File: src/tacb_map.svh
// tacb_map.svh: offsets, field positions and initial image of the trim bank
// assumes: included by the package and the design modules by bare name
`ifndef TACB_MAP_SVH
`define TACB_MAP_SVH

// ****************************************
// register indices (byte address = 4 * index)
// ****************************************
`define TACB_IDX_REF_RSVD   18'h0_0025
`define TACB_IDX_OSC_TRIM   18'h0_0026
`define TACB_IDX_FLT_A      18'h0_0027
`define TACB_IDX_FLT_B      18'h0_0028
`define TACB_IDX_CAL_HIGH   18'h0_FE60
`define TACB_IDX_CAL_LOW    18'h0_FE61

// ****************************************
// field positions
// ****************************************
`define TACB_FAST_TRIM_MSB  7
`define TACB_FAST_TRIM_LSB  4
`define TACB_SLOW_TRIM_MSB  3
`define TACB_SLOW_TRIM_LSB  0
`define TACB_CAL_SIGN_BIT   2
`define TACB_CAL_MAG_HI_MSB 1

// ****************************************
// nonvolatile image at power-up; reset never reloads it
// ****************************************
`define TACB_INIT_REF_RSVD  8'hFF
`define TACB_INIT_OSC_TRIM  8'h88
`define TACB_INIT_FLT_A     8'hFF
`define TACB_INIT_FLT_B     8'hFF
`define TACB_INIT_CAL_HIGH  8'h00
`define TACB_INIT_CAL_LOW   8'h00

// ****************************************
// bus answers and defaults
// ****************************************
`define TACB_RESP_OKAY      2'h0
`define TACB_RESP_SLVERR    2'h2
`define TACB_ADDR_W         18
`define TACB_ADC_W          12
`define TACB_ADC_W_MAX      16
`define TACB_CAL_W          10

`endif

File: src/tacb_pkg.sv
// tacb_pkg.sv: types shared by the trim bank modules
// assumes: tacb_map.svh is on the include path
`include "tacb_map.svh"

package tacb_pkg;

  // register selector; SEL_NONE marks an unmapped address
  typedef enum logic [2:0] {
    SEL_REF,
    SEL_OSC,
    SEL_FLT_A,
    SEL_FLT_B,
    SEL_CAL_H,
    SEL_CAL_L,
    SEL_NONE
  } tacb_sel_t;

  typedef logic [5:0][7:0] tacb_bytes_t;

  typedef struct packed {
    tacb_bytes_t bytes;
  } tacb_store_t;

  typedef struct packed {
    logic                          aw_rdy;
    logic                          w_rdy;
    logic                          aw_hold;
    logic                          w_hold;
    logic [`TACB_ADDR_W-1:0]       wr_addr;
    logic [7:0]                    wr_data;
    logic                          wr_strb;
    logic                          bvalid;
    logic [1:0]                    bresp;
    logic                          ar_rdy;
    logic                          rvalid;
    logic [31:0]                   rdata;
    logic [1:0]                    rresp;
    logic [`TACB_ADC_W_MAX-1:0]    temp_out;
    logic                          temp_vld;
  } tacb_state_t;

endpackage

File: src/tacb_store.sv
// tacb_store.sv: nonvolatile trim and calibration bytes
// assumes: write strobe and data come from logic on the same clock
`timescale 1ns/100ps
`include "tacb_map.svh"

module tacb_store (
  // clock
  input  wire logic                 mclk_i,
  // write port
  input  wire logic                 wr_en_i,
  input  wire tacb_pkg::tacb_sel_t  wr_sel_i,
  input  wire logic [7:0]           wr_data_i,
  // stored image
  output tacb_pkg::tacb_bytes_t     bytes_o
);

  // ****************************************
  // storage
  // ****************************************
  // no reset here
  // the image models flash content: it is set once at power-up and only
  // software writes change it, so a reset pulse leaves every byte alone
  tacb_pkg::tacb_store_t st_reg = '{bytes: {`TACB_INIT_CAL_LOW,
                                            `TACB_INIT_CAL_HIGH,
                                            `TACB_INIT_FLT_B,
                                            `TACB_INIT_FLT_A,
                                            `TACB_INIT_OSC_TRIM,
                                            `TACB_INIT_REF_RSVD}};
  tacb_pkg::tacb_store_t st_next;

  always_comb
  begin
    st_next = st_reg;
    if (wr_en_i && wr_sel_i != tacb_pkg::SEL_NONE)
    begin
      st_next.bytes[wr_sel_i] = wr_data_i;
    end
  end

  always_ff @(posedge mclk_i)
  begin
    st_reg <= st_next;
  end

  assign bytes_o = st_reg.bytes;

endmodule

File: src/tacb_trim_bank.sv
// tacb_trim_bank.sv: trim and temperature calibration bank, AXI4-Lite slave
// assumes: one AXI4-Lite master on mclk_i; temperature samples on mclk_i
//
// Register access over AXI4-Lite was left to the implementer.
`timescale 1ns/100ps
`include "tacb_map.svh"

// Overview of operation
// - Fast crystal trim code comes from oscillator trim bits 7 to 4.
// - Slow crystal trim code comes from oscillator trim bits 3 to 0.
// - Trim and calibration bytes keep their contents across reset.
// - Calibration high bits 7 to 3 have no function.
// - Calibration high bit 2: zero adds magnitude, one subtracts it.
// - Magnitude is high byte bits 1..0 followed by the whole low byte.
module tacb_trim_bank #(
  parameter int ADDR_W = `TACB_ADDR_W,
  parameter int ADC_W  = `TACB_ADC_W
) (
  // clock and reset
  input  wire logic              mclk_i,
  input  wire logic              resetn_i,
  // axi4-lite write address
  input  wire logic              s_axi_awvalid_i,
  output logic                   s_axi_awready_o,
  input  wire logic [ADDR_W-1:0] s_axi_awaddr_i,
  input  wire logic [2:0]        s_axi_awprot_i,
  // axi4-lite write data
  input  wire logic              s_axi_wvalid_i,
  output logic                   s_axi_wready_o,
  input  wire logic [31:0]       s_axi_wdata_i,
  input  wire logic [3:0]        s_axi_wstrb_i,
  // axi4-lite write response
  output logic                   s_axi_bvalid_o,
  input  wire logic              s_axi_bready_i,
  output logic [1:0]             s_axi_bresp_o,
  // axi4-lite read address
  input  wire logic              s_axi_arvalid_i,
  output logic                   s_axi_arready_o,
  input  wire logic [ADDR_W-1:0] s_axi_araddr_i,
  input  wire logic [2:0]        s_axi_arprot_i,
  // axi4-lite read data
  output logic                   s_axi_rvalid_o,
  input  wire logic              s_axi_rready_i,
  output logic [31:0]            s_axi_rdata_o,
  output logic [1:0]             s_axi_rresp_o,
  // oscillator trims
  output logic [3:0]             fast_crystal_trim_code_o,
  output logic [3:0]             slow_crystal_trim_code_o,
  // temperature calibration
  output logic                   temp_cal_subtract_o,
  output logic [9:0]             temp_cal_magnitude_o,
  input  wire logic              temp_adc_valid_i,
  input  wire logic [ADC_W-1:0]  temp_adc_i,
  output logic                   temp_corrected_valid_o,
  output logic [ADC_W-1:0]       temp_corrected_o
);

  // ****************************************
  // elaboration checks
  // ****************************************
  // the held write address is a fixed-width field: a wider bus would
  // alias upper address bits on writes while reads still refuse them
  if (ADDR_W != `TACB_ADDR_W)
  begin : g_bad_addr
    $error("address width must match the held write address");
  end
  if (ADC_W < `TACB_CAL_W || ADC_W > `TACB_ADC_W_MAX)
  begin : g_bad_adc
    $error("sample width must lie between 10 and 16 bits");
  end

  // ****************************************
  // address decode
  // ****************************************
  function automatic tacb_pkg::tacb_sel_t decode(
    input logic [ADDR_W-1:0] addr
  );
    logic [ADDR_W-1:0] idx;
    idx = addr >> 2;
    decode = tacb_pkg::SEL_NONE;
    if (addr[1:0] == 2'h0)
    begin
      unique case (idx)
        ADDR_W'(`TACB_IDX_REF_RSVD): decode = tacb_pkg::SEL_REF;
        ADDR_W'(`TACB_IDX_OSC_TRIM): decode = tacb_pkg::SEL_OSC;
        ADDR_W'(`TACB_IDX_FLT_A):    decode = tacb_pkg::SEL_FLT_A;
        ADDR_W'(`TACB_IDX_FLT_B):    decode = tacb_pkg::SEL_FLT_B;
        ADDR_W'(`TACB_IDX_CAL_HIGH): decode = tacb_pkg::SEL_CAL_H;
        ADDR_W'(`TACB_IDX_CAL_LOW):  decode = tacb_pkg::SEL_CAL_L;
        default:                     decode = tacb_pkg::SEL_NONE;
      endcase
    end
  endfunction

  // ****************************************
  // state and store
  // ****************************************
  tacb_pkg::tacb_state_t st_reg;
  tacb_pkg::tacb_state_t st_next;
  tacb_pkg::tacb_bytes_t bytes;
  tacb_pkg::tacb_sel_t   wr_sel;
  tacb_pkg::tacb_sel_t   rd_sel;
  logic                  wr_go;
  logic [9:0]            cal_mag;
  logic                  cal_sub;

  assign wr_sel = decode(st_reg.wr_addr[ADDR_W-1:0]);
  assign rd_sel = decode(s_axi_araddr_i);
  // commit once both halves are held and no answer is outstanding
  assign wr_go  = st_reg.aw_hold && st_reg.w_hold && !st_reg.bvalid;

  // all register bits are writable storage; lane 0 carries the byte
  tacb_store u_store (
    .mclk_i    (mclk_i),
    .wr_en_i   (wr_go && st_reg.wr_strb),
    .wr_sel_i  (wr_sel),
    .wr_data_i (st_reg.wr_data),
    .bytes_o   (bytes)
  );

  assign cal_sub = bytes[tacb_pkg::SEL_CAL_H][`TACB_CAL_SIGN_BIT];
  assign cal_mag = {bytes[tacb_pkg::SEL_CAL_H][`TACB_CAL_MAG_HI_MSB:0],
                    bytes[tacb_pkg::SEL_CAL_L]};

  // ****************************************
  // next state
  // ****************************************
  always_comb
  begin
    logic [ADC_W-1:0] mag_ext;
    mag_ext = '0;
    st_next = st_reg;

    // write address and data taken in either order
    if (s_axi_awvalid_i && st_reg.aw_rdy)
    begin
      st_next.aw_rdy  = 1'b0;
      st_next.aw_hold = 1'b1;
      st_next.wr_addr = ($bits(st_next.wr_addr))'(s_axi_awaddr_i);
    end
    if (s_axi_wvalid_i && st_reg.w_rdy)
    begin
      st_next.w_rdy   = 1'b0;
      st_next.w_hold  = 1'b1;
      st_next.wr_data = s_axi_wdata_i[7:0];
      st_next.wr_strb = s_axi_wstrb_i[0];
    end
    if (wr_go)
    begin
      st_next.bvalid = 1'b1;
      st_next.bresp  = (wr_sel == tacb_pkg::SEL_NONE) ?
                       `TACB_RESP_SLVERR : `TACB_RESP_OKAY;
    end
    if (st_reg.bvalid && s_axi_bready_i)
    begin
      st_next.bvalid  = 1'b0;
      st_next.aw_hold = 1'b0;
      st_next.w_hold  = 1'b0;
      st_next.aw_rdy  = 1'b1;
      st_next.w_rdy   = 1'b1;
    end

    // read: unmapped words answer zero with slave error
    if (s_axi_arvalid_i && st_reg.ar_rdy)
    begin
      st_next.ar_rdy = 1'b0;
      st_next.rvalid = 1'b1;
      if (rd_sel == tacb_pkg::SEL_NONE)
      begin
        st_next.rdata = 32'h0000_0000;
        st_next.rresp = `TACB_RESP_SLVERR;
      end
      else
      begin
        st_next.rdata = {24'h00_0000, bytes[rd_sel]};
        st_next.rresp = `TACB_RESP_OKAY;
      end
    end
    if (st_reg.rvalid && s_axi_rready_i)
    begin
      st_next.rvalid = 1'b0;
      st_next.ar_rdy = 1'b1;
    end

    // zero-extend before correcting
    // result wraps modulo the sample width; no saturation is applied
    mag_ext = ADC_W'(cal_mag);
    st_next.temp_vld = temp_adc_valid_i;
    if (temp_adc_valid_i)
    begin
      st_next.temp_out = cal_sub ?
        ($bits(st_next.temp_out))'(temp_adc_i - mag_ext) :
        ($bits(st_next.temp_out))'(temp_adc_i + mag_ext);
    end
  end

  always_ff @(posedge mclk_i or negedge resetn_i)
  begin
    if (!resetn_i)
    begin
      st_reg <= '{aw_rdy: 1'b1, w_rdy: 1'b1, ar_rdy: 1'b1, default: '0};
    end
    else
    begin
      st_reg <= st_next;
    end
  end

  // ****************************************
  // outputs
  // ****************************************
  assign s_axi_awready_o        = st_reg.aw_rdy;
  assign s_axi_wready_o         = st_reg.w_rdy;
  assign s_axi_bvalid_o         = st_reg.bvalid;
  assign s_axi_bresp_o          = st_reg.bresp;
  assign s_axi_arready_o        = st_reg.ar_rdy;
  assign s_axi_rvalid_o         = st_reg.rvalid;
  assign s_axi_rdata_o          = st_reg.rdata;
  assign s_axi_rresp_o          = st_reg.rresp;
  assign fast_crystal_trim_code_o =
    bytes[tacb_pkg::SEL_OSC][`TACB_FAST_TRIM_MSB:`TACB_FAST_TRIM_LSB];
  assign slow_crystal_trim_code_o =
    bytes[tacb_pkg::SEL_OSC][`TACB_SLOW_TRIM_MSB:`TACB_SLOW_TRIM_LSB];
  assign temp_cal_subtract_o    = cal_sub;
  assign temp_cal_magnitude_o   = cal_mag;
  assign temp_corrected_valid_o = st_reg.temp_vld;
  assign temp_corrected_o       = st_reg.temp_out[ADC_W-1:0];

endmodule

File: config.mk
export PLATFORM = sky130hd
export DESIGN_NAME = tacb_trim_bank
export DESIGN_NICKNAME = d
export VERILOG_FILES = /design/src/tacb_pkg.sv /design/src/tacb_store.sv /design/src/tacb_trim_bank.sv
export VERILOG_INCLUDE_DIRS = /design/src
export SDC_FILE = /design/constraint.sdc
export NUM_CORES = 1
export LEC_CHECK = 0
export BUFFER_PORTS_ARGS = -buffer_cell sky130_fd_sc_hd__buf_2
export CORE_MARGIN = 1
export CORE_UTILIZATION = 54
export DETAILED_ROUTE_END_ITERATION = 7
export PLACE_DENSITY = 0.84
export SLEW_MARGIN = 20
export SYNTH_ARGS = -nofsm -noshare
export SYNTH_HDL_FRONTEND = slang
export SYNTH_HIERARCHICAL = 1
export SYNTH_SLANG_ARGS = --single-unit
File: constraint.sdc
create_clock -name mclk_i -period 8.55 [get_ports mclk_i]
set_input_delay 0.855 -clock mclk_i [delete_from_list [all_inputs] [get_ports mclk_i]]
set_output_delay 0.855 -clock mclk_i [all_outputs]
set_load 0.005 [all_outputs]
### Word level (Yosys, flattened, before mapping)

Index checks and enable logic that the tools add are counted.

* add/sub/neg operators: 2
* magnitude comparators: 3
* eq/ne operators: 15
* muxes and demuxes: 21
* reduce and logical (&&, ||, !) cells: 17

Operators with widths (number)
* equality test 16 x 6 -> 1 bit, second input constant: 8
* equality test 16 bit, second input constant: 4
* bitwise mux 48 bit: 1
* 2-to-1 mux 36 bit: 1
* case mux 3 bit (6 select lines): 2
* binary-select mux 8 bit (select 3 bit): 1
* demux 8 bit (select 3 bit): 1
* 2-to-1 mux 8 bit: 2
* adder 12 x 10 -> 12 bit: 1
* 2-to-1 mux 12 bit: 1
* subtractor 12 x 10 -> 12 bit: 1
* logical AND 1 bit: 10
* 2-to-1 mux 10 bit: 1
* 2-to-1 mux 3 bit: 3
* less-than comparator 3 x 4 -> 1 bit, second input constant: 2
* nonzero test 2 bit: 4
* equality test 3 bit, second input constant: 2
* 2-to-1 mux 1 bit: 5
* zero test 2 bit: 2
* 2-to-1 mux 2 bit: 2
* 2-to-1 mux 4 bit: 1
* >= comparator 3 x 1 -> 1 bit, second input constant: 1
* inequality test 3 bit, second input constant: 1
* zero test 1 bit: 1

* register bits after elaboration: 131
* bits of input ports: 98
* output and inout bits: 73
* word-level logic and storage cells: 79

### Depth between registers and ports, before layout

* depth in word-level cells: 8
* gate-level depth with buffers: 13
* depth with buffers taken out: 13

### Cells and area by module

The synthesis kept the hierarchy.

By module, submodules not included
* tacb_trim_bank: times used 1, cells an instance 402, area an instance 3945.0 um^2
* tacb_store: times used 1, cells an instance 54, area an instance 1516.5 um^2

### Least setup slack after synthesis

No wires, ideal clock.

* kind: reg-to-reg
* start point: register st_reg[71] (netlist bit)
* end point: register u_store.st_reg (netlist bit u_store/bytes_o[0]) (enable)
* arrival: 2568 ps
* required time: 8170 ps
* setup slack: 5602 ps
* stages on the path, launching flop included: 7
* path through: dfrtp_1 > or4b_2 > nor4_1 > nor2_1 > nor3_1 > o21ai_0 > nor4b_2

* cells in the longest elaborated chain, start to end: 5
* elaborated cells between the ends (all ways): 10

Ends and longest elaborated chain
* from (decl): RTL line tacb_trim_bank.sv:98 `tacb_pkg::tacb_state_t st_reg;`
* from (signal assigned): RTL line tacb_trim_bank.sv:205 `st_reg <= st_next;`
* equality test 16 bit or equality test 16 x 6 -> 1 bit (tied branches): RTL line tacb_trim_bank.sv:83 `unique case (idx)`
* case mux 3 bit (6 select lines) (*): RTL line tacb_trim_bank.sv:83
* 2-to-1 mux 3 bit (*): RTL line tacb_trim_bank.sv:81 `if (addr[1:0] == 2'h0)`
* net wr_sel[1]: RTL line tacb_trim_bank.sv:101 `tacb_pkg::tacb_sel_t wr_sel;`
* inequality test 3 bit (*): RTL line tacb_store.sv:34 `if (wr_en_i && wr_sel_i != tacb_pkg::SEL_NONE)`
* logical AND 1 bit (*): RTL line tacb_store.sv:34
* to (signal assigned): RTL line tacb_store.sv:42 `st_reg <= st_next;`
* to (decl): RTL line tacb_store.sv:23 `` tacb_pkg::tacb_store_t st_reg = '{bytes: {`TACB_INIT_CAL_LOW, ``

The timed path passes the listed nets; every way through them passes the cells marked *.
A chain may end at the register's enable or synchronous reset.

### Final worst setup path

* start point: register st_reg[71] (netlist bit)
* end point: register u_store.st_reg (netlist bit u_store/bytes_o[6]) (enable)

Same word-level chain as after synthesis.

==> results.md <==
* Most frequent cell after synthesis: dfrtp_1
* Die width at between 100 and 150 um
* Reg2reg start: st_reg[71]
* Crit start category: register
* Cts hold-fix bufs at 0
* Root buffer cell: clkbuf_8
* Fin cells at 685
* Crit share post-route at 0.4027
* DRT Wirelength at 10840 um
* Yosys reg bits at ~110
* Seq/Total Area, Yosys at 0.5258
* TNS Setup at 0 ns
* Int Pwr at 921.5 uW
* Core area at 9774 um2
* First-pass DRT Iterations at 4
* Post-synth cell types at 61
* Critical path's slowest cell: nor4b_2
* Pin count of the biggest net entering global routing at 58
* CTS buffer count at 9
* WS Path Type: register to register
* Leading area contributor after synthesis: edfxtp_1
* DR DRC count at 0
* Global route overflow at 0
* Critical path data arrival time at 3.45 ns
* Post-synthesis cell count at 456
* Hold Crit Class: register to register
* Die H at 102.6 um
* Post-CTS setup buffer count at 0
* Util after Layout at 0.6233
* Final setup margin at a little over 5 ns
* Crit Path Max Fanout at 8
* Clock slew at reported path FFs at 0.10 ns
* Asr flop ratio synth at 0.5429
* Most common flop cell mapped by yosys: dfrtp_1
* Synth warn at 6
* Top-area cell type share of the netlist area at 0.2639
* Max FFs per register at 48
* Total Routing Usage GR at 0.2123
* Vias/cell at 5.502
* Ant. Diodes at 0
* H-Tree Depth at 3
* CP max stage delay at 0.85 ns
* Switching Power at 355.4 uW
* DP Wirelength at 8044 um
* Post-Place Setup Slack at 5.093 ns
* Top post-synthesis cells by area: edfxtp_1, dfrtp_1, mux2_2, buf_4, ha_1
* Tot Pwr at 1277 uW
* CTS Buffer Depth at 2
* Post-synth top cells: dfrtp_1, buf_4, edfxtp_1, mux2_2, o21ai_0
* Req. time, crit path at around 8.6 ns
* Final hold violation count at 0
* Sw Ratio at 0.2784
* CTS tree: yes
* Syn-to-layout area delta at 11.55%
* Critical Path Source: st_reg[71]
* Slew Viols, Final at 0
* CTS sink count at 105
* Post-cts sizing count at 0
* Clock latency on the worst-skew pair at between 0.3 and 0.4 ns
* Die Area at 10520 um2
* Max cap viols at 0
* Avg Cell Area, Syn at 11.98 um2
* Clock Skew at 0.01018 ns
* IO Port Bufs at 111
* GPL Wtd Cong at approximately 0.89
* Final setup fails at 0
* Vias in the first global route at 3559
* Nets at 658
* Placed Instances at roughly 670
* Avg WL per Cell at 15.82 um
* Post-route antenna net violation count at 0
* Starting Density at 0.5588
* Leakage power total at 0.002605 uW
* Fmax at 290.4 MHz
* Worst-Margin Slew at 0.9035 ns
* Initial antenna violation count at 0
* Peak VDD IR at 0.0001348 V
* Rel. slew slack at 0.3961
* Number of synthesized flops with an enable pin at 48
* Min cycle time layout at 3.443 ns
* CP cell instances: or4b_2 -> nor4_1 -> nor2_1 -> nor3_1 -> o21ai_0 -> nor4b_2
* Ports at 171
* Power Dens Cells at roughly 210 nW/um2
* Fill cell count at 784
* Setup crit end kind: register
* Seq pwr share at 0.582
* First-pass GRT wire length at 16770 um
* Share of cells above drive strength 1 at 0.3333
* Comb pwr share at 0.163
* FP Rows at 36
* DRT iter0 DRCs at 142
* Min-Delay Startpoint: s_axi_rdata_o[2]
* RSZ-0062 raised after global routing: no
* Mapped cell area at 5461 um2
* DR vias at between 3000 and 4000
* Outcome: complete, no violations
* Part of the power in the clock network at 0.254
-- final timing paths --
kind | slack [ns] | endpoint | cells past startpoint
setup reg to reg | 5.11 | u_store/bytes_o[6] | 6
min in group asynchronous | 0.61 | temp_corrected_o[8] | 2
hold reg to reg | 0.50 | s_axi_rdata_o[2] | 2
setup / recovery | 5.11 | u_store/bytes_o[6] | 6
hold / removal | 0.50 | s_axi_rdata_o[2] | 2
max in group asynchronous | 7.43 | st_reg[63] | 2
-- cell families (layout without fill, tap and decap cells) --
kind of cell               count (synthesis)  count (layout)  share of synthesized area
muxes                                     48              48                    0.09645
other                                      1              26                  0.0006866
AOI/OAI and AO/OA                         86              86                     0.1061
and+or+nand+nor                          117             117                     0.1320
buffers and inverters                     71             142                    0.08385
adders and majority gates                 13              13                    0.03116
DFF                                      105             105                     0.5258
xor gates and xnor gates                  15              15                    0.02406
-- layer usage --
layer,vias to the layer above,part of all wire,track usage
met5,-,0,0
met1,1806,0.43,0.2633
li1,1810,-,-
met3,19,0.059,0.04475
met4,0,0.023,0.08462
met2,134,0.49,0.3636
-- layout by cell type (no fill, tap or decap), drive strengths merged, types with 3 or more instances in the layout --
cell type / n
a21o: 7
a21oi: 19
a22o: 4
a22oi: 5
a2bb2oi: 4
a31oi: 5
and4bb: 3
buf: 112
clkbuf: 10
clkinv: 3
conb: 26
dfrtp: 54
dfstp: 3
edfxtp: 48
ha: 12
inv: 16
mux2: 34
mux2i: 14
nand2: 18
nand2b: 5
nand3: 13
nand3b: 6
nand4: 3
nor2: 15
nor2b: 7
nor3: 13
nor4: 8
nor4b: 4
o21ai: 20
o221ai: 8
o31ai: 3
or2: 3
or3: 6
or4: 3
or4b: 3
xnor2: 14
-- layout make-up --
| cell class | count | area, um2 | share of cell area |
|---|---|---|---|
| Sequential cell | 105 | 2872 | 0.4713 |
| Multi-Input combinational cell | 305 | 2226 | 0.3654 |
| Timing Repair Buffer | 112 | 563.0 | 0.09242 |
| Tap cell | 133 | 166.4 | 0.02732 |
| Clock buffer | 10 | 137.6 | 0.02259 |
| Clock inverter | 6 | 75.07 | 0.01232 |
| Inverter | 14 | 52.55 | 0.008626 |
-- metrics by stage --
stage / hold WS [ns] / instance area (um2)
final: 0.4974 / 6092
after global routing: 0.5262 / 6092
after CTS: 0.5017 / 6092
after detailed placement: 0.4784 / 5879
after global placement: 0.4619 / 5879
after floorplan: 0.4510 / 5555
-- power by group through the flow --
stage / Combinational, uW / Sequential (uW) / Clock (uW)
floorplan: 173 / 724 / 0
global placement: 198 / 745 / 0
detailed placement: 210 / 755 / 0
CTS: 211 / 744 / 331
global route: 234 / 759 / 351
finish: 209 / 743 / 325
-- critical path, delay by kind of cell, from the launching register on --
family	cells	cell delay (ns)
AND/OR/NAND/NOR	5	2.41
flip-flops	1	0.38
AO/OA/AOI/OAI	1	0.29
No activity file was read; power rests on OpenSTA's default activity.
